[src/design/bscan_cfg.svh]
// offsets, field positions, reset values and opcodes of the test port
`ifndef BSCAN_CFG_SVH
`define BSCAN_CFG_SVH
`define OFF_RCS 8'h00
`define OFF_PORT 8'h04
`define OFF_DIR 8'h08
`define OFF_PIN 8'h0c
`define OFF_CTRL 8'h10
`define OFF_LATCH 8'h14
`define FLAG_BIT 4
`define PUD_BIT 0
`define IR_W 4
`define IR_IDCODE 4'h1
`define IR_SAMPLE 4'h2
`define IR_DEVRST 4'hc
`define IR_CAPTURE 4'h1
`define ID_W 32
`define RESP_OKAY 2'h0
`define RESP_SLVERR 2'h2
`define REG8_RST 8'h00
`endif

[src/design/bscan_pkg.sv]
// types of the test port
package bscan_pkg;
  typedef enum logic [3:0] {
    TLR = 4'h0, RTI = 4'h1, SEL_DR = 4'h2, CAP_DR = 4'h3,
    SH_DR = 4'h4, EX1_DR = 4'h5, PA_DR = 4'h6, EX2_DR = 4'h7,
    UPD_DR = 4'h8, SEL_IR = 4'h9, CAP_IR = 4'ha, SH_IR = 4'hb,
    EX1_IR = 4'hc, PA_IR = 4'hd, EX2_IR = 4'he, UPD_IR = 4'hf
  } tap_state_type;
endpackage : bscan_pkg

[src/design/boundary_scan_instructions.sv]
// test port data registers, boundary chain, device reset, register slave
// Notes on behaviour
// (RL1) identification capture loads the id value
// (RL2) identification shift moves one bit per clock
// (RL3) opcode 0x2 selects boundary chain, no disturbance
// (RL4) sample capture takes external pin levels
// (RL5) sample shift moves chain one cell
// (RL6) sample update fills latches, pins untouched
// (RL7) opcode 0xc resets device, not tap
// (RL8) reset instruction selects one-bit reset register
// (RL9) reset held while register holds one
// (RL10) reset from register sets status bit 4
// (RL11) flag cleared by power-on or writing zero
// (RL12) pin: pull-up cell plus two-stage cell
// (RL13) scanned input taken before pin register
// (RL14) output data is port, control is direction
// (RL15) pull-up is not pud, not dir, port
// (RL16) alternate functions sit outside the chain
// (RL17) analog boundary observed by scan cells
// (RL18) instruction register is four bits
// (RL19) all shift registers lsb first
// (RL20) opcode 0x1 id register, default at reset
// (RL21) other opcodes select one-bit bypass
`timescale 1ns/1ns
`include "bscan_cfg.svh"
module boundary_scan_instructions #(
  parameter int NPINS = 8,
  parameter int NANA = 2,
  parameter logic [31:0] IDCODE = 32'h0000_0001 // arbitrary value
) (
  input wire logic clk_i,
  input wire logic nrst_i,
  input wire logic tck_i,
  input wire logic tms_i,
  input wire logic tdi_i,
  output logic tdo_o,
  output logic tdo_oe_o,
  input wire logic [NPINS-1:0] pin_in_i,
  output logic [NPINS-1:0] pin_out_o,
  output logic [NPINS-1:0] pin_oe_o,
  output logic [NPINS-1:0] pin_pullup_o,
  input wire logic [NANA-1:0] ana_cmp_i,
  output logic dev_reset_o,
  input wire logic [7:0] s_axi_awaddr,
  input wire logic s_axi_awvalid,
  output logic s_axi_awready,
  input wire logic [31:0] s_axi_wdata,
  input wire logic [3:0] s_axi_wstrb,
  input wire logic s_axi_wvalid,
  output logic s_axi_wready,
  output logic [1:0] s_axi_bresp,
  output logic s_axi_bvalid,
  input wire logic s_axi_bready,
  input wire logic [7:0] s_axi_araddr,
  input wire logic s_axi_arvalid,
  output logic s_axi_arready,
  output logic [31:0] s_axi_rdata,
  output logic [1:0] s_axi_rresp,
  output logic s_axi_rvalid,
  input wire logic s_axi_rready
);
  localparam int CH = 3 * NPINS + NANA;

  bscan_pkg::tap_state_type state_ff, nxt_state;
  logic tck_s1_ff, tck_s2_ff, tck_d_ff;
  logic tms_s1_ff, tms_s2_ff, tdi_s1_ff, tdi_s2_ff;
  logic [NPINS-1:0] pin_s1_ff, pin_s2_ff, pin_reg_ff;
  logic [NANA-1:0] ana_s1_ff, ana_s2_ff;
  logic rise, fall, cap_dr, sh_dr, upd_dr;
  logic [`IR_W-1:0] ir_ff, ir_sh_ff;
  logic [`ID_W-1:0] id_ff;
  logic [CH-1:0] bs_ff, latch_ff;
  logic bypass_ff, rst_reg_ff, tdo_ff, tdo_oe_ff;
  logic sel_id, sel_bs, sel_rst, sel_byp;
  logic [NPINS-1:0] port_ff, dir_ff, pue_ff;
  logic pud_ff, flag_ff;
  logic aw_ff, w_ff, bvalid_ff, rvalid_ff;
  logic [7:0] awa_ff;
  logic [31:0] wd_ff, rdata_ff, rd_data;
  logic [3:0] ws_ff;
  logic [1:0] bresp_ff, rresp_ff;
  logic wr_en, wr_ok, rd_ok;
  logic [CH+31:0] lat_ext;

  // link inputs through two flops, then edge detect
  always_ff @(posedge clk_i or negedge nrst_i)
  begin
    if (!nrst_i)
    begin
      tck_s1_ff <= 1'b0;
      tck_s2_ff <= 1'b0;
      tck_d_ff <= 1'b0;
      tms_s1_ff <= 1'b1;
      tms_s2_ff <= 1'b1;
      tdi_s1_ff <= 1'b1;
      tdi_s2_ff <= 1'b1;
      pin_s1_ff <= '0;
      pin_s2_ff <= '0;
      pin_reg_ff <= '0;
      ana_s1_ff <= '0;
      ana_s2_ff <= '0;
    end
    else
    begin
      tck_s1_ff <= tck_i;
      tck_s2_ff <= tck_s1_ff;
      tck_d_ff <= tck_s2_ff;
      tms_s1_ff <= tms_i;
      tms_s2_ff <= tms_s1_ff;
      tdi_s1_ff <= tdi_i;
      tdi_s2_ff <= tdi_s1_ff;
      pin_s1_ff <= pin_in_i;
      pin_s2_ff <= pin_s1_ff;
      pin_reg_ff <= pin_s2_ff; // port pin register stage
      ana_s1_ff <= ana_cmp_i;
      ana_s2_ff <= ana_s1_ff;
    end
  end

  assign rise = tck_s2_ff & ~tck_d_ff;
  assign fall = ~tck_s2_ff & tck_d_ff;
  assign cap_dr = rise && (state_ff == bscan_pkg::CAP_DR);
  assign sh_dr = rise && (state_ff == bscan_pkg::SH_DR);
  assign upd_dr = rise && (state_ff == bscan_pkg::UPD_DR);
  assign sel_id = (ir_ff == `IR_IDCODE);
  assign sel_bs = (ir_ff == `IR_SAMPLE);
  assign sel_rst = (ir_ff == `IR_DEVRST);
  assign sel_byp = !(sel_id || sel_bs || sel_rst); // [RL21]

  // tap sequencing
  always_comb
  begin
    nxt_state = state_ff;
    unique case (state_ff)
      bscan_pkg::TLR: nxt_state = tms_s2_ff ? bscan_pkg::TLR : bscan_pkg::RTI;
      bscan_pkg::RTI: nxt_state = tms_s2_ff ? bscan_pkg::SEL_DR : bscan_pkg::RTI;
      bscan_pkg::SEL_DR: nxt_state = tms_s2_ff ? bscan_pkg::SEL_IR : bscan_pkg::CAP_DR;
      bscan_pkg::CAP_DR: nxt_state = tms_s2_ff ? bscan_pkg::EX1_DR : bscan_pkg::SH_DR;
      bscan_pkg::SH_DR: nxt_state = tms_s2_ff ? bscan_pkg::EX1_DR : bscan_pkg::SH_DR;
      bscan_pkg::EX1_DR: nxt_state = tms_s2_ff ? bscan_pkg::UPD_DR : bscan_pkg::PA_DR;
      bscan_pkg::PA_DR: nxt_state = tms_s2_ff ? bscan_pkg::EX2_DR : bscan_pkg::PA_DR;
      bscan_pkg::EX2_DR: nxt_state = tms_s2_ff ? bscan_pkg::UPD_DR : bscan_pkg::SH_DR;
      bscan_pkg::UPD_DR: nxt_state = tms_s2_ff ? bscan_pkg::SEL_DR : bscan_pkg::RTI;
      bscan_pkg::SEL_IR: nxt_state = tms_s2_ff ? bscan_pkg::TLR : bscan_pkg::CAP_IR;
      bscan_pkg::CAP_IR: nxt_state = tms_s2_ff ? bscan_pkg::EX1_IR : bscan_pkg::SH_IR;
      bscan_pkg::SH_IR: nxt_state = tms_s2_ff ? bscan_pkg::EX1_IR : bscan_pkg::SH_IR;
      bscan_pkg::EX1_IR: nxt_state = tms_s2_ff ? bscan_pkg::UPD_IR : bscan_pkg::PA_IR;
      bscan_pkg::PA_IR: nxt_state = tms_s2_ff ? bscan_pkg::EX2_IR : bscan_pkg::PA_IR;
      bscan_pkg::EX2_IR: nxt_state = tms_s2_ff ? bscan_pkg::UPD_IR : bscan_pkg::SH_IR;
      bscan_pkg::UPD_IR: nxt_state = tms_s2_ff ? bscan_pkg::SEL_DR : bscan_pkg::RTI;
    endcase
  end

  always_ff @(posedge clk_i or negedge nrst_i)
  begin
    if (!nrst_i)
      state_ff <= bscan_pkg::TLR;
    else if (rise)
      state_ff <= nxt_state;
  end

  // instruction register, four bits, lsb first
  always_ff @(posedge clk_i or negedge nrst_i)
  begin
    if (!nrst_i)
    begin
      ir_sh_ff <= `IR_CAPTURE;
      ir_ff <= `IR_IDCODE; // [RL20]
    end
    else if (rise)
    begin
      if (state_ff == bscan_pkg::TLR)
        ir_ff <= `IR_IDCODE; // [RL20]
      else if (state_ff == bscan_pkg::CAP_IR)
        ir_sh_ff <= `IR_CAPTURE;
      else if (state_ff == bscan_pkg::SH_IR)
        ir_sh_ff <= {tdi_s2_ff, ir_sh_ff[`IR_W-1:1]}; // [RL18] [RL19]
      else if (state_ff == bscan_pkg::UPD_IR)
        ir_ff <= ir_sh_ff; // [RL18]
    end
  end

  // identification and bypass registers
  always_ff @(posedge clk_i or negedge nrst_i)
  begin
    if (!nrst_i)
    begin
      id_ff <= '0;
      bypass_ff <= 1'b0;
    end
    else
    begin
      if (cap_dr && sel_id)
        id_ff <= IDCODE; // [RL1]
      else if (sh_dr && sel_id)
        id_ff <= {tdi_s2_ff, id_ff[`ID_W-1:1]}; // [RL2] [RL19]
      if (cap_dr && sel_byp)
        bypass_ff <= 1'b0; // [RL21]
      else if (sh_dr && sel_byp)
        bypass_ff <= tdi_s2_ff; // [RL21]
    end
  end

  // boundary chain: per pin {pull-up, control, data}, analog cells on top
  always_ff @(posedge clk_i or negedge nrst_i)
  begin
    if (!nrst_i)
    begin
      bs_ff <= '0;
      latch_ff <= '0;
    end
    else
    begin
      if (cap_dr && sel_bs)
      begin
        for (int i = 0; i < NPINS; i++)
        begin
          bs_ff[3*i] <= pin_s2_ff[i]; // [RL4] [RL12] [RL13]
          bs_ff[3*i+1] <= dir_ff[i]; // [RL14]
          bs_ff[3*i+2] <= pue_ff[i]; // [RL12] [RL15]
        end
        for (int j = 0; j < NANA; j++)
          bs_ff[3*NPINS+j] <= ana_s2_ff[j]; // [RL17]
      end
      else if (sh_dr && sel_bs)
        bs_ff <= {tdi_s2_ff, bs_ff[CH-1:1]}; // [RL5] [RL19]
      if (upd_dr && sel_bs)
        latch_ff <= bs_ff; // [RL3] [RL6]
    end
  end

  // device reset register, not latched, tap keeps running
  always_ff @(posedge clk_i or negedge nrst_i)
  begin
    if (!nrst_i)
      rst_reg_ff <= 1'b0;
    else if (sh_dr && sel_rst)
      rst_reg_ff <= tdi_s2_ff; // [RL7] [RL8]
  end

  assign dev_reset_o = rst_reg_ff; // [RL9]

  // serial output changes on falling test clock
  always_ff @(posedge clk_i or negedge nrst_i)
  begin
    if (!nrst_i)
    begin
      tdo_ff <= 1'b0;
      tdo_oe_ff <= 1'b0;
    end
    else if (fall)
    begin
      tdo_oe_ff <= (state_ff == bscan_pkg::SH_DR) || (state_ff == bscan_pkg::SH_IR);
      if (state_ff == bscan_pkg::SH_IR)
        tdo_ff <= ir_sh_ff[0];
      else if (sel_id)
        tdo_ff <= id_ff[0];
      else if (sel_bs)
        tdo_ff <= bs_ff[0];
      else if (sel_rst)
        tdo_ff <= rst_reg_ff;
      else
        tdo_ff <= bypass_ff;
    end
  end

  assign tdo_o = tdo_ff;
  assign tdo_oe_o = tdo_oe_ff;

  // port logic; alternate functions would join outside the chain [RL16]
  always_ff @(posedge clk_i or negedge nrst_i)
  begin
    if (!nrst_i)
      pue_ff <= '0;
    else
      pue_ff <= {NPINS{~pud_ff}} & ~dir_ff & port_ff; // [RL15]
  end

  assign pin_out_o = port_ff; // [RL6] [RL14]
  assign pin_oe_o = dir_ff;
  assign pin_pullup_o = pue_ff;

  // register slave write path
  assign s_axi_awready = !aw_ff && !bvalid_ff;
  assign s_axi_wready = !w_ff && !bvalid_ff;
  assign wr_en = aw_ff && w_ff && !bvalid_ff;
  assign wr_ok = (awa_ff == `OFF_RCS) || (awa_ff == `OFF_PORT) ||
                 (awa_ff == `OFF_DIR) || (awa_ff == `OFF_CTRL);

  always_ff @(posedge clk_i or negedge nrst_i)
  begin
    if (!nrst_i)
    begin
      aw_ff <= 1'b0;
      w_ff <= 1'b0;
      awa_ff <= '0;
      wd_ff <= '0;
      ws_ff <= '0;
      bvalid_ff <= 1'b0;
      bresp_ff <= `RESP_OKAY;
    end
    else
    begin
      if (s_axi_awvalid && s_axi_awready)
      begin
        aw_ff <= 1'b1;
        awa_ff <= s_axi_awaddr;
      end
      if (s_axi_wvalid && s_axi_wready)
      begin
        w_ff <= 1'b1;
        wd_ff <= s_axi_wdata;
        ws_ff <= s_axi_wstrb;
      end
      if (wr_en)
      begin
        aw_ff <= 1'b0;
        w_ff <= 1'b0;
        bvalid_ff <= 1'b1;
        bresp_ff <= wr_ok ? `RESP_OKAY : `RESP_SLVERR;
      end
      else if (s_axi_bready)
        bvalid_ff <= 1'b0;
    end
  end

  always_ff @(posedge clk_i or negedge nrst_i)
  begin
    if (!nrst_i)
    begin
      port_ff <= '0;
      dir_ff <= '0;
      pud_ff <= 1'b0;
    end
    else if (wr_en && ws_ff[0])
    begin
      if (awa_ff == `OFF_PORT)
        port_ff <= wd_ff[NPINS-1:0];
      if (awa_ff == `OFF_DIR)
        dir_ff <= wd_ff[NPINS-1:0];
      if (awa_ff == `OFF_CTRL)
        pud_ff <= wd_ff[`PUD_BIT];
    end
  end

  // status flag: only power-on reset or a written zero clears, set wins
  always_ff @(posedge clk_i or negedge nrst_i)
  begin
    if (!nrst_i)
      flag_ff <= 1'b0; // [RL11]
    else if (rst_reg_ff)
      flag_ff <= 1'b1; // [RL10]
    else if (wr_en && ws_ff[0] && (awa_ff == `OFF_RCS) && !wd_ff[`FLAG_BIT])
      flag_ff <= 1'b0; // [RL11]
  end

  // register slave read path
  assign lat_ext = {32'h0, latch_ff};
  always_comb
  begin
    rd_data = '0;
    rd_ok = 1'b1;
    unique case (s_axi_araddr)
      `OFF_RCS: rd_data[`FLAG_BIT] = flag_ff;
      `OFF_PORT: rd_data[NPINS-1:0] = port_ff;
      `OFF_DIR: rd_data[NPINS-1:0] = dir_ff;
      `OFF_PIN: rd_data[NPINS-1:0] = pin_reg_ff;
      `OFF_CTRL: rd_data[`PUD_BIT] = pud_ff;
      `OFF_LATCH: rd_data = lat_ext[31:0];
      default: rd_ok = 1'b0;
    endcase
  end

  assign s_axi_arready = !rvalid_ff;
  always_ff @(posedge clk_i or negedge nrst_i)
  begin
    if (!nrst_i)
    begin
      rvalid_ff <= 1'b0;
      rdata_ff <= '0;
      rresp_ff <= `RESP_OKAY;
    end
    else if (s_axi_arvalid && s_axi_arready)
    begin
      rvalid_ff <= 1'b1;
      rdata_ff <= rd_data;
      rresp_ff <= rd_ok ? `RESP_OKAY : `RESP_SLVERR;
    end
    else if (s_axi_rready)
      rvalid_ff <= 1'b0;
  end

  assign s_axi_bvalid = bvalid_ff;
  assign s_axi_bresp = bresp_ff;
  assign s_axi_rvalid = rvalid_ff;
  assign s_axi_rdata = rdata_ff;
  assign s_axi_rresp = rresp_ff;

  a_id_capture: assert property (@(posedge clk_i) disable iff (!nrst_i) // [RL1]
    cap_dr && sel_id |=> id_ff == IDCODE) else $error("id capture wrong");
  a_id_shift_lsb: assert property (@(posedge clk_i) disable iff (!nrst_i) // [RL2]
    sh_dr && sel_id |=> id_ff == {$past(tdi_s2_ff), $past(id_ff[`ID_W-1:1])})
    else $error("id shift wrong");
  a_bs_capture_pin: assert property (@(posedge clk_i) disable iff (!nrst_i) // [RL4]
    cap_dr && sel_bs |=> bs_ff[0] == $past(pin_s2_ff[0]) && bs_ff[1] == $past(dir_ff[0]))
    else $error("pin capture wrong");
  a_bs_shift_cell: assert property (@(posedge clk_i) disable iff (!nrst_i) // [RL5]
    sh_dr && sel_bs |=> bs_ff[CH-1] == $past(tdi_s2_ff) && bs_ff[0] == $past(bs_ff[1]))
    else $error("chain shift wrong");
  a_preload_pins_kept: assert property (@(posedge clk_i) disable iff (!nrst_i) // [RL6]
    upd_dr && sel_bs && !wr_en |=> latch_ff == $past(bs_ff) && $stable(pin_out_o))
    else $error("preload disturbed pins");
  a_reset_reg_load: assert property (@(posedge clk_i) disable iff (!nrst_i) // [RL8]
    sh_dr && sel_rst |=> dev_reset_o == $past(tdi_s2_ff)) else $error("reset reg wrong");
  a_flag_set_wins: assert property (@(posedge clk_i) disable iff (!nrst_i) // [RL10]
    rst_reg_ff |=> flag_ff) else $error("flag not set");
  a_flag_sw_clear: assert property (@(posedge clk_i) disable iff (!nrst_i) // [RL11]
    !rst_reg_ff && wr_en && ws_ff[0] && awa_ff == `OFF_RCS && !wd_ff[`FLAG_BIT]
    |=> !flag_ff) else $error("flag not cleared");
  a_pullup_term: assert property (@(posedge clk_i) disable iff (!nrst_i) // [RL15]
    ##1 pin_pullup_o == ($past({NPINS{~pud_ff}}) & ~$past(dir_ff) & $past(port_ff)))
    else $error("pull-up term wrong");
  a_ir_default_id: assert property (@(posedge clk_i) disable iff (!nrst_i) // [RL20]
    rise && state_ff == bscan_pkg::TLR |=> ir_ff == `IR_IDCODE) else $error("ir default");
endmodule : boundary_scan_instructions

[config.mk]
export PLATFORM = sky130hd
export DESIGN_NAME = boundary_scan_instructions
export DESIGN_NICKNAME = d
export VERILOG_FILES = /design/src/design/bscan_pkg.sv /design/src/design/boundary_scan_instructions.sv
export VERILOG_INCLUDE_DIRS = /design/src /design/src/design
export SDC_FILE = /design/constraint.sdc
export NUM_CORES = 1
export LEC_CHECK = 0
export BUFFER_PORTS_ARGS = -buffer_cell sky130_fd_sc_hd__buf_2
export CAP_MARGIN = 40
export CORE_ASPECT_RATIO = 1.1
export CORE_MARGIN = 2
export CORE_UTILIZATION = 45
export CTS_CLUSTER_DIAMETER = 60
export DETAILED_ROUTE_END_ITERATION = 6
export HOLD_SLACK_MARGIN = 0.08
export PLACE_DENSITY = 0.62
export SLEW_MARGIN = 30
export SYNTH_ARGS = -nofsm -noshare
export SYNTH_HDL_FRONTEND = slang
export SYNTH_SLANG_ARGS = --single-unit
export TNS_END_PERCENT = 5
[constraint.sdc]
create_clock -name clk_i -period 5.3 [get_ports clk_i]
set_input_delay 0.795 -clock clk_i [delete_from_list [all_inputs] [get_ports clk_i]]
set_output_delay 0.795 -clock clk_i [all_outputs]
set_load 0.02 [all_outputs]
---- Yosys cells after proc, flatten, opt, wreduce, memory -nomap -nowiden ----
Cells that the tools add are included.
word-level totals
  bits in registers ....................... 218
  input bits .............................. 72
  logic and storage cells ................. 176
cells by class
  equality and inequality tests ........... 28
  muxes and demuxes ....................... 47
  bitwise logic cells ..................... 9
  reductions and logical operators ........ 55
operators by type and width
  operator            count
  $mux 32             2
  $mux 26             2
  $pmux 4 s12         1
  $mux 4              10
  $eq 4x4->1 const B  9
  $eq 8x4->1 const B  3
  $eq 8x5->1 const B  3
  $pmux 3 s4          2
  $logic_and 1x1->1   21
  $mux 1              20
  $reduce_bool 2->1   10
  $mux 18             1
  $and 8x8->8         2
  $eq 4x3->1 const B  4
  $eq 8x3->1 const B  2
  $logic_not 8->1     2
  $eq 4x2->1 const B  3
  $mux 2              5
  $pmux 1 s5          2
  $eq 4x1->1 const B  2
  $not 8->8           1
  $logic_not 1->1     6
  $logic_or 1x1->1    6
  $mux 3              2
  other kinds (10)    18

---- Logic depth before layout (Yosys ltp) ----
Gate-level depths: netlist of run 1.
  depth after elaboration ................. 7
  gate-level depth with buffers ........... 7
  mapped depth without buffers ............ 4

---- Least setup slack after synthesis of run 1 ----
No wires, ideal clock.
  path type ............................... input port to flip-flop
  from .................................... input s_axi_araddr[3]
  to ...................................... register rdata_ff[15], in the netlist s_axi_rdata[15]
  library setup time ...................... 0.121 ns
  arrival time ............................ 1.882 ns
  required time ........................... 5.179 ns
  slack ................................... 3.297 ns
  stages on the path ...................... 7
  path buffers ............................ 3
  path through ............................ buf_4 > nor2b_1 > and2_0 > and3_1 > buf_6 > buf_12 > a22o_2
between the ends
  longest elaborated chain between the ends .. 2
ends and longest elaborated chain
  item                  RTL line                           text
  from (decl)           boundary_scan_instructions.sv:54   input wire logic [7:0] s_axi_araddr,
  $eq 8x5->1            boundary_scan_instructions.sv:363  unique case (s_axi_araddr)
  $mux 18               boundary_scan_instructions.sv:363
  to (signal assigned)  boundary_scan_instructions.sv:386  rdata_ff <= rd_data;
  to (decl)             boundary_scan_instructions.sv:79   logic [31:0] wd_ff, rdata_ff, rd_data;
Every way passes these cells.
A chain may end at the register's enable or synchronous reset.

---- Final worst setup path of run 1 ----
  from .................................... register tck_s2_ff
  to ...................................... register bs_ff[20]
between the ends
  longest elaborated chain between the ends .. 4
ends and longest elaborated chain
  item                                          RTL line                                                              text
  from (decl)                                   boundary_scan_instructions.sv:65                                      logic tck_s1_ff, tck_s2_ff, tck_d_ff;
  from (signal assigned)                        boundary_scan_instructions.sv:106                                     tck_s2_ff <= tck_s1_ff;
  $and 1x1->1 *                                 boundary_scan_instructions.sv:120                                     assign rise = tck_s2_ff & ~tck_d_ff;
  $logic_and 1x1->1, on equally long branches   boundary_scan_instructions.sv:122, boundary_scan_instructions.sv:123
  $logic_and 1x1->1, on equally long branches   boundary_scan_instructions.sv:214, boundary_scan_instructions.sv:225
  $mux 26 or $reduce_bool 2->1 (tied branches)  n/a
  to (signal, indexed assignment)               boundary_scan_instructions.sv:218                                     bs_ff[3*i] <= pin_s2_ff[i];
  to (signal, indexed assignment)               boundary_scan_instructions.sv:219                                     bs_ff[3*i+1] <= dir_ff[i];
  to (signal, indexed assignment)               boundary_scan_instructions.sv:220                                     bs_ff[3*i+2] <= pue_ff[i];
  to (decl)                                     boundary_scan_instructions.sv:72                                      logic [CH-1:0] bs_ff, latch_ff;
Every way passes the cells marked *; elsewhere a longest branch is shown, timed or not.

==> reports/summary.md, run 1 <==
The final antenna diode count is 0. The fraction of post-synthesis cell area in the top cell type by area works out to 0.5919. Yosys mapped a number of flops with a built-in enable equal to 0. The tightest min-delay check is of the input pin to asynchronous set/reset pin type. The tools report the total vias in the final route as 5,556. The layout has 1,687 filler cells. The logs give 0 for the number of DRC violations after detailed routing and 18,970 um^2 for the area of the core. The number of setup buffers added after CTS came out at 0.

The number of failing hold endpoints at the final stage is 0. The total overflow left after global routing is 0. The layer with the highest usage after global routing was met2. For the met2 layer usage reported by global route, the log shows 0.2899. The accumulated negative setup slack is 0 ns. Arrival time of data at the critical path endpoint: 2.49 ns. For this run, the number of Yosys warnings is 0. The sequential cell area fraction in the yosys report was 0.6102; the number of nets in the layout was 879.

Across the VDD grid, the largest voltage drop is 236.9 uV. The leakage power summed over all cells is 4.723 nW, and the overall die width is 136.0 um. After legalization and detailed placement, the total HPWL measured 12,300 um. Yosys mapped the design onto 62 distinct sky130hd cell types.

The remaining max-slew budget at the tightest pin came out at 0.5016. The number of antenna violations at the first check in global routing was 1. The number of buffers added to fix hold violations after cts was 0; the average vias per placed instance was 5.202. The global-route total usage across every layer came out at 0.1793. The clock passes through at most 3 buffers. The part of the cycle the worst path needs came out at 0.4033. Async set-reset flop share out of synthesis: 1.000. Entering global routing, the biggest net connects 115 pins. Compared with the post-synthesis result, the final layout area differs by 16.35%. The first global-routing pass estimated 29,100 um of wire. The worst register-to-register path begins at tck_s2_ff. The tools report the final count of pins violating max slew as 0. STA classifies the critical path startpoint as a flop. The wire length per cell after detailed routing came out at 16.79 um. The synthesis-stage register bit count was 210. The tools report the insertion delay of the later-clocked pin in the worst-skew pair as 0.49 ns. In this run the critical register-to-register path is captured at bs_ff[20].

The timing startpoint of the critical path was tck_s2_ff. In this run, placement finished with an instance count of 1,028. A synthesized cell averages 12.10 um^2. For this run, the top clock speed supported by timing is 0.4679 GHz. In the final layout, flip-flops and latches occupy 5263 um^2. After detailed routing, the total wire length is 17,940 um. After the first detailed-routing iteration, the DRC count stood at 229. The critical path is of the flop to flop type. Summing internal, switching and leakage power gives 4.133 mW. The die covers 20,290 um^2.

Along the worst path, the maximum fanout reaches 24. STA puts the critical path data required time at 5.65 ns. Power spread over the standard cell area amounts to 411.9 nW/um^2.

The number of cells in the finished layout apart from fillers is 1,068. CTS saw 210 sinks. TritonCTS built the clock tree.

The number of I/O port buffers works out to 104. The logs give 8625 um^2 for the post-synthesis instance area and 3070 um^2 for the footprint of the multi-input gates. Setup repair after global routing left no endpoint under its margin. The tools report the number of global-route vias before repair as 5,645.

The run gives 713 as the cell count after synthesis. The count of cells resized by post-cts repair was 0. The pre-antenna-repair detailed-routing pass consisted of 6 iterations.

The post-layout minimum cycle time was 2.137 ns; the routability congestion estimate was 0.7963. Actual transition at the worst max-transition pin: 0.7476 ns. The share of layout cells above drive strength 1 is 0.2838, and the clock transition at the registers of the reported paths is 0.06 ns.

STA classifies the critical path endpoint as a flop. Across the run, the number of max-cap violations was 0. The post-synthesis cell type with the largest combined area was sky130_fd_sc_hd__dfrtp_1. The initialized floorplan defines 53 standard-cell rows. The remaining antenna violation count after routing was 0; the number of cell instances on the worst register-to-register path was 6. Yosys attributes the largest share of cell area to sky130_fd_sc_hd__dfrtp_1 (59%), sky130_fd_sc_hd__mux2_2 (7.2%), sky130_fd_sc_hd__nand2_1 (4.8%), sky130_fd_sc_hd__mux2i_1 (3.9%), sky130_fd_sc_hd__o21ai_0 (3.9%). The prevailing post-synth register cell was sky130_fd_sc_hd__dfrtp_1.

140 I/O pins were placed. Clock skew: 0.008970 ns. Starting density of the core: 0.4547. In this run the vertical extent of the chip is 149.2 um. CTS root buffer: sky130_fd_sc_hd__clkbuf_16. Setup violations remaining at the end of the flow were counted as 0.

The tools report the met3 track demand over resource as 0.03738. The TritonCTS buffer count is 22, and the met1 track utilization from global routing is 0.2421. The CTS H-tree depth is 1. The worst setup slack for register-to-register paths came out at 3.16 ns.

The flow ran to the end, and the final reports show no timing, DRC or antenna violations.
-- flip-flops by register name, summed over array words and instances, names as in the netlist, 26 cells and up --
signal	cells
bs_ff	26
latch_ff	26
s_axi_rdata	26
id_ff	32
-- power breakdown --
group / internal (mW) / total, mW / switching (mW)
Combinational: 0.280 / 0.605 / 0.325
Clock: 0.945 / 1.54 / 0.595
Sequential: 1.77 / 1.99 / 0.215
-- worst max path at each step --
stage	end	slack (ns)	cells after the start
after floorplan	s_axi_rdata[15]	3.30	7
after global routing	bs_ff[18]	2.97	6
after CTS	bs_ff[20]	3.15	6
after global placement	s_axi_rdata[22]	2.73	5
final	bs_ff[20]	3.16	6
after detailed placement	s_axi_rdata[19]	2.70	5
-- worst max-delay path, cell delays in order, from the launching register on --
cell                      delay (ns)
sky130_fd_sc_hd__dfrtp_1        0.39
sky130_fd_sc_hd__nor2b_1        0.42
sky130_fd_sc_hd__buf_4          0.25
sky130_fd_sc_hd__and4_1         0.20
sky130_fd_sc_hd__buf_4          0.40
sky130_fd_sc_hd__mux2i_1        0.23
sky130_fd_sc_hd__o21ai_0        0.10
-- logic make-up (layout without fill, tap and decap cells) --
family	count (synthesis)	count (layout)	synth area share
multiplexers	98	98	0.1230
other	1	8	0.0004348
adder cells (fa/ha/maj)	1	1	0.001161
flip-flops	210	210	0.6102
AND/OR/NAND/NOR	206	206	0.1251
AO/OA/AOI/OAI	140	140	0.1020
buffers and inverters	57	158	0.03815
-- metal layers --
metal	part of all wire	vias to the layer above
li1	-	2682
met1	0.44	2717
met2	0.48	115
met3	0.047	40
met4	0.029	2
met5	0.00039	-
-- final cells by class --
class                           instances  share of cell area
Sequential cell                       210              0.5244
Multi-Input combinational cell        453              0.3060
Clock buffer                           32             0.06471
Timing Repair Buffer                  114             0.06347
Tap cell                              247             0.03080
Clock inverter                          6            0.008354
Inverter                                6            0.002244
-- metrics by stage --
| step | hold WS [ns] | utilization | worst slack (ns) | cell area (um^2) |
|---|---|---|---|---|
| after global routing | 0.1330 | 0.5291 | 2.974 | 10030 |
| after CTS | 0.3519 | 0.5272 | 3.153 | 10000 |
| after floorplan | 0.3312 | - | 3.297 | 8651 |
| after global placement | 0.3347 | 0.4882 | 2.730 | 9259 |
| after detailed placement | 0.3378 | 0.4886 | 2.701 | 9266 |
| final | 0.1475 | 0.5291 | 3.163 | 10030 |
-- placed cells by master, fill, tap and decap left out, types with 3 or more instances in the layout --
cell                        count
sky130_fd_sc_hd__and4_1         3
sky130_fd_sc_hd__a22o_1        11
sky130_fd_sc_hd__a22o_2        10
sky130_fd_sc_hd__o211ai_1       4
sky130_fd_sc_hd__conb_1         8
sky130_fd_sc_hd__o22ai_1        6
sky130_fd_sc_hd__o21ai_1       10
sky130_fd_sc_hd__a21oi_1       12
sky130_fd_sc_hd__clkbuf_8       5
sky130_fd_sc_hd__nand2b_1       3
sky130_fd_sc_hd__nand4_1        4
sky130_fd_sc_hd__nor2b_1       13
sky130_fd_sc_hd__dfstp_2        6
sky130_fd_sc_hd__a32o_1         3
sky130_fd_sc_hd__clkinv_2       3
sky130_fd_sc_hd__mux2i_1       34
sky130_fd_sc_hd__dfrtp_1      204
sky130_fd_sc_hd__nand2_1      111
sky130_fd_sc_hd__clkbuf_1       5
sky130_fd_sc_hd__o21ai_0       67
sky130_fd_sc_hd__mux2_2        55
sky130_fd_sc_hd__nand3b_1       8
sky130_fd_sc_hd__a31oi_1        4
sky130_fd_sc_hd__inv_1          6
sky130_fd_sc_hd__nand3_1        7
sky130_fd_sc_hd__and3_1         3
sky130_fd_sc_hd__clkbuf_16     23
sky130_fd_sc_hd__nor2_1        16
sky130_fd_sc_hd__mux2_1         9
sky130_fd_sc_hd__nor3b_1        9
sky130_fd_sc_hd__buf_2        103
sky130_fd_sc_hd__buf_4          8
sky130_fd_sc_hd__nor3_1         5
-- Yosys cell counts (3+ instances only) --
| cell | n |
|---|---|
| sky130_fd_sc_hd__and4_1 | 3 |
| sky130_fd_sc_hd__nor2_1 | 16 |
| sky130_fd_sc_hd__mux2_1 | 9 |
| sky130_fd_sc_hd__dfrtp_1 | 204 |
| sky130_fd_sc_hd__a22o_2 | 10 |
| sky130_fd_sc_hd__mux2_2 | 55 |
| sky130_fd_sc_hd__a32o_1 | 3 |
| sky130_fd_sc_hd__inv_1 | 6 |
| sky130_fd_sc_hd__nand4_1 | 4 |
| sky130_fd_sc_hd__buf_6 | 5 |
| sky130_fd_sc_hd__a22o_1 | 11 |
| sky130_fd_sc_hd__nand2_1 | 111 |
| sky130_fd_sc_hd__nand3b_1 | 8 |
| sky130_fd_sc_hd__nor3_1 | 5 |
| sky130_fd_sc_hd__dfstp_2 | 6 |
| sky130_fd_sc_hd__o21ai_0 | 67 |
| sky130_fd_sc_hd__buf_2 | 13 |
| sky130_fd_sc_hd__o22ai_1 | 6 |
| sky130_fd_sc_hd__and3_1 | 3 |
| sky130_fd_sc_hd__mux2i_1 | 34 |
| sky130_fd_sc_hd__nand2b_1 | 3 |
| sky130_fd_sc_hd__o21ai_1 | 10 |
| sky130_fd_sc_hd__nor3b_1 | 9 |
| sky130_fd_sc_hd__nand3_1 | 7 |
| sky130_fd_sc_hd__clkbuf_1 | 18 |
| sky130_fd_sc_hd__a31oi_1 | 4 |
| sky130_fd_sc_hd__buf_4 | 12 |
| sky130_fd_sc_hd__a21oi_1 | 12 |
| sky130_fd_sc_hd__o211ai_1 | 4 |
| sky130_fd_sc_hd__nor2b_1 | 13 |
No activity file was read; power rests on OpenSTA's default activity.
==> run 2, diff against run 1 <==
- PLACE_DENSITY: 0.62 -> 0.64
- clock period: 5.3 -> 1.95 ns (I/O delays scaled with it)
==> run 2 against run 1 <==
Compared with the run above: first-iteration DRC count up 59%; core utilization up 2.2 points; maximum frequency up 19%; sequential share of layout area down 2.1 points; setup slack worse by 3.0 ns; count of clock-buffer cells in the layout up 2; clock skew up 0.010 ns; critical path depth down 2.
==> reports/summary.md, run 2 (synthesis gave the netlist of run 1 again) <==
The run finished with clean final reports. The tools report the remaining max-slew budget at the tightest pin as 0.6609 (+0.1592). The min-delay analysis places its worst path in the category input pin to flop. The number of nets in the layout is 927 (+5.5%).

The top cell types in the final layout, fill and taps aside, are sky130_fd_sc_hd__dfrtp_1 (204), sky130_fd_sc_hd__nand2_1 (111), sky130_fd_sc_hd__buf_2 (103). The number of failing hold endpoints at the final stage was 0 (unchanged); the routability congestion estimate was 0.8037 (+0.93%). The required time at the endpoint of the critical path was 2.33 ns (-3.32 ns).

The cell sitting at the root of the clock tree is a sky130_fd_sc_hd__clkbuf_16. The average vias per placed instance was 5.172 (-0.58%). The maximum ir drop on the vdd rail is 709.2 uV (+200%), and the worst stage delay on the critical path is 0.40 ns (-0.02 ns).

The share of layout cells above drive strength 1 works out to 0.2805 (-0.003340). The CTS H-tree depth came out at 1 (unchanged). The count of cells resized by post-cts repair is 0 (unchanged), and the buffers plus inverters on the worst setup path is 1 (-1). The largest net degree at the start of global routing was 65 (-43%). The number of setup buffers added after CTS came out at 0 (unchanged). By startpoint and endpoint, the worst setup path is classified as flop to flop.

Leaving out fill and tap cells, the most frequent cell in the layout is sky130_fd_sc_hd__dfrtp_1. The final antenna diode count is 0 (unchanged). TritonCTS built the clock tree. In this run the top signal layer used is met4. The actual transition at the worst max-transition pin is 0.5087 ns (-0.2388 ns), and the starting DRC count in detailed routing is 365 (+59%). The clock skew was 0.01893 ns (+0.009960 ns); the starting density of the core was 0.4547 (unchanged).

The part of the cycle the worst path needs came out at 0.9217 (+0.5184). The number of DRC violations after detailed routing came out at 0 (unchanged). Global-route total usage across every layer: 0.1872 (+0.007886). The final count of negative-setup-slack endpoints was 0 (unchanged).

The total placed instance area is 9464 um^2 (+2.1%). Insertion delay of the later-clocked pin in the worst-skew pair: 0.51 ns (+0.02 ns). Biggest fanout along the worst timing path: 26 (+8.3%).

The power per standard cell area was 1061 nW/um^2 (+160%); the wire length per cell after detailed routing was 16.59 um (-1.2%). Walking the worst path, the cells encountered are nor2b_1, and4_1, buf_12, mux2_2. Setup repair after global routing left no endpoint under its margin. The post-layout minimum cycle time is 1.797 ns (-0.3400 ns).

The number of I/O pins was 140 (unchanged). The number of global-route vias before repair is 5,780 (+2.4%). The worst setup path is captured at a flop.

Register ranked first by flip-flop count: id_ff. The worst setup path is launched from a flop. The number of placement rows came out at 53 (unchanged). The area of the core is 18,970 um^2 (unchanged). The remaining antenna violation count after routing came out at 0 (unchanged). The run gives 30,280 um (+4.0%) as the global-route wire length before repair. The number of fill cells in the layout was 1,662 (-1.5%); the die extent in y was 149.2 um (unchanged). The maximum number of buffers from clock root to sink is 3 (unchanged), and the final count of pins violating max slew is 0 (unchanged). The tools report the leakage power summed over all cells as 4.905 nW (+3.9%).

The wire length after detailed routing was 18,530 um (+3.3%); the number of cells in the finished layout apart from fillers was 1,117 (+4.6%). The overall die width was 136.0 um (unchanged); the total clock sinks was 210 (unchanged). Worst hold slack: 0.1468 ns (-0.0006940 ns).

For the arrival time of data at the critical path endpoint, the log shows 2.17 ns (-0.32 ns). The run gives 0 (unchanged) as the number of violations of the max-capacitance limit. Compared with the post-synthesis result, the final layout area differs by 21.17%. The area of all placed cells without fillers was 10,450 um^2 (+4.1%). The TritonCTS buffer count is 21 (-4.5%).

For the routed metal-1 wire length, the log shows 8227 um (+3.2%). The wire length on met3 was 869 um (+2.8%). Total vias in the final route: 5,777 (+4.0%). For the HPWL reported at the end of detailed placement, the log shows 12,840 um (+4.4%). The family of cells with the greatest summed delay on the critical path is simple AND/OR/NAND/NOR gates.

The die area is 20,290 um^2 (unchanged). The count of placed standard cells including taps is 1,046 (+1.8%), and the met2 wirelength from detailed routing is 9120 um (+6.1%). The number of I/O port buffers is 104 (unchanged). The clock transition at the registers of the reported paths is 0.06 ns (about the same). The master of the slowest instance on the critical path is sky130_fd_sc_hd__nor2b_1. The logs give 1 (unchanged) for the number of antenna violations at the first check in global routing and 0 ns (unchanged) for the accumulated negative setup slack. The flip-flop count of the largest register after layout was 32 (unchanged). The leftover overflow at the end of global routing is 0 (unchanged), and the count of TritonRoute iterations in the first routing pass is 4 (-2). The peak clock frequency supported by timing came out at 0.5564 GHz (+19%).
-- run 2: final cells by class --
type / count / area [um^2] / share of cell area
flip-flops and latches: 210 / 5263 / 0.5036
multi-input cells: 453 / 3070 / 0.2938
repair buffers: 163 / 1130 / 0.1081
clock buffers: 34 / 604.3 / 0.05783
well taps: 247 / 309.0 / 0.02957
clock inverters: 4 / 51.30 / 0.004909
inverters: 6 / 22.52 / 0.002155
-- run 2: repair_timing --
item	4_1_cts	5_1_grt
hold endpoints to repair	72	0
endpoints found under the setup margin	0	0
hold buffers	33	0
-- run 2: layer usage --
layer | up-vias | GRT usage
li1 | 2787 | -
met1 | 2847 | 0.2555
met2 | 120 | 0.3114
met3 | 23 | 0.03330
met4 | 0 | 0.04844
met5 | - | 0
-- run 2: final timing paths --
path	startpoint	to	slack, ns	cells past startpoint
min in group asynchronous	nrst_i	s_axi_rdata[2]	0.32	2
worst min register to register	pin_s1_ff[2]	pin_s2_ff[2]	0.34	0
worst min-delay path	s_axi_araddr[1]	s_axi_rresp[1]	0.15	3
max in group asynchronous	nrst_i	pin_s1_ff[5]	0.99	3
worst max-delay path	tck_s2_ff	latch_ff[9]	0.15	4
worst max register to register	tck_s2_ff	latch_ff[9]	0.15	4
-- run 2: power by group --
part | leakage, nW | total [mW] | switching, mW | internal [mW]
combinational | 1.81 | 1.93 | 1.04 | 0.887
sequential | 2.78 | 5.29 | 0.472 | 4.82
clock | 0.315 | 3.86 | 1.61 | 2.26
-- run 2: through the flow --
step | total power [mW] | util | worst slack [ns]
2_1_floorplan | 6.538 | - | 0.2910
3_3_place_gp | 7.143 | 0.4990 | 0.1599
3_5_place_dp | 7.247 | 0.4990 | 0.1518
4_1_cts | 11.18 | 0.5510 | 0.1533
5_1_grt | 11.66 | 0.5510 | 0.01500
6_report | 11.09 | 0.5510 | 0.1528
-- run 2: worst min-delay path: stages --
cell and delay [ns]:
sky130_fd_sc_hd__buf_2 0.14, sky130_fd_sc_hd__nor2_4 0.05, sky130_fd_sc_hd__a31oi_1 0.11
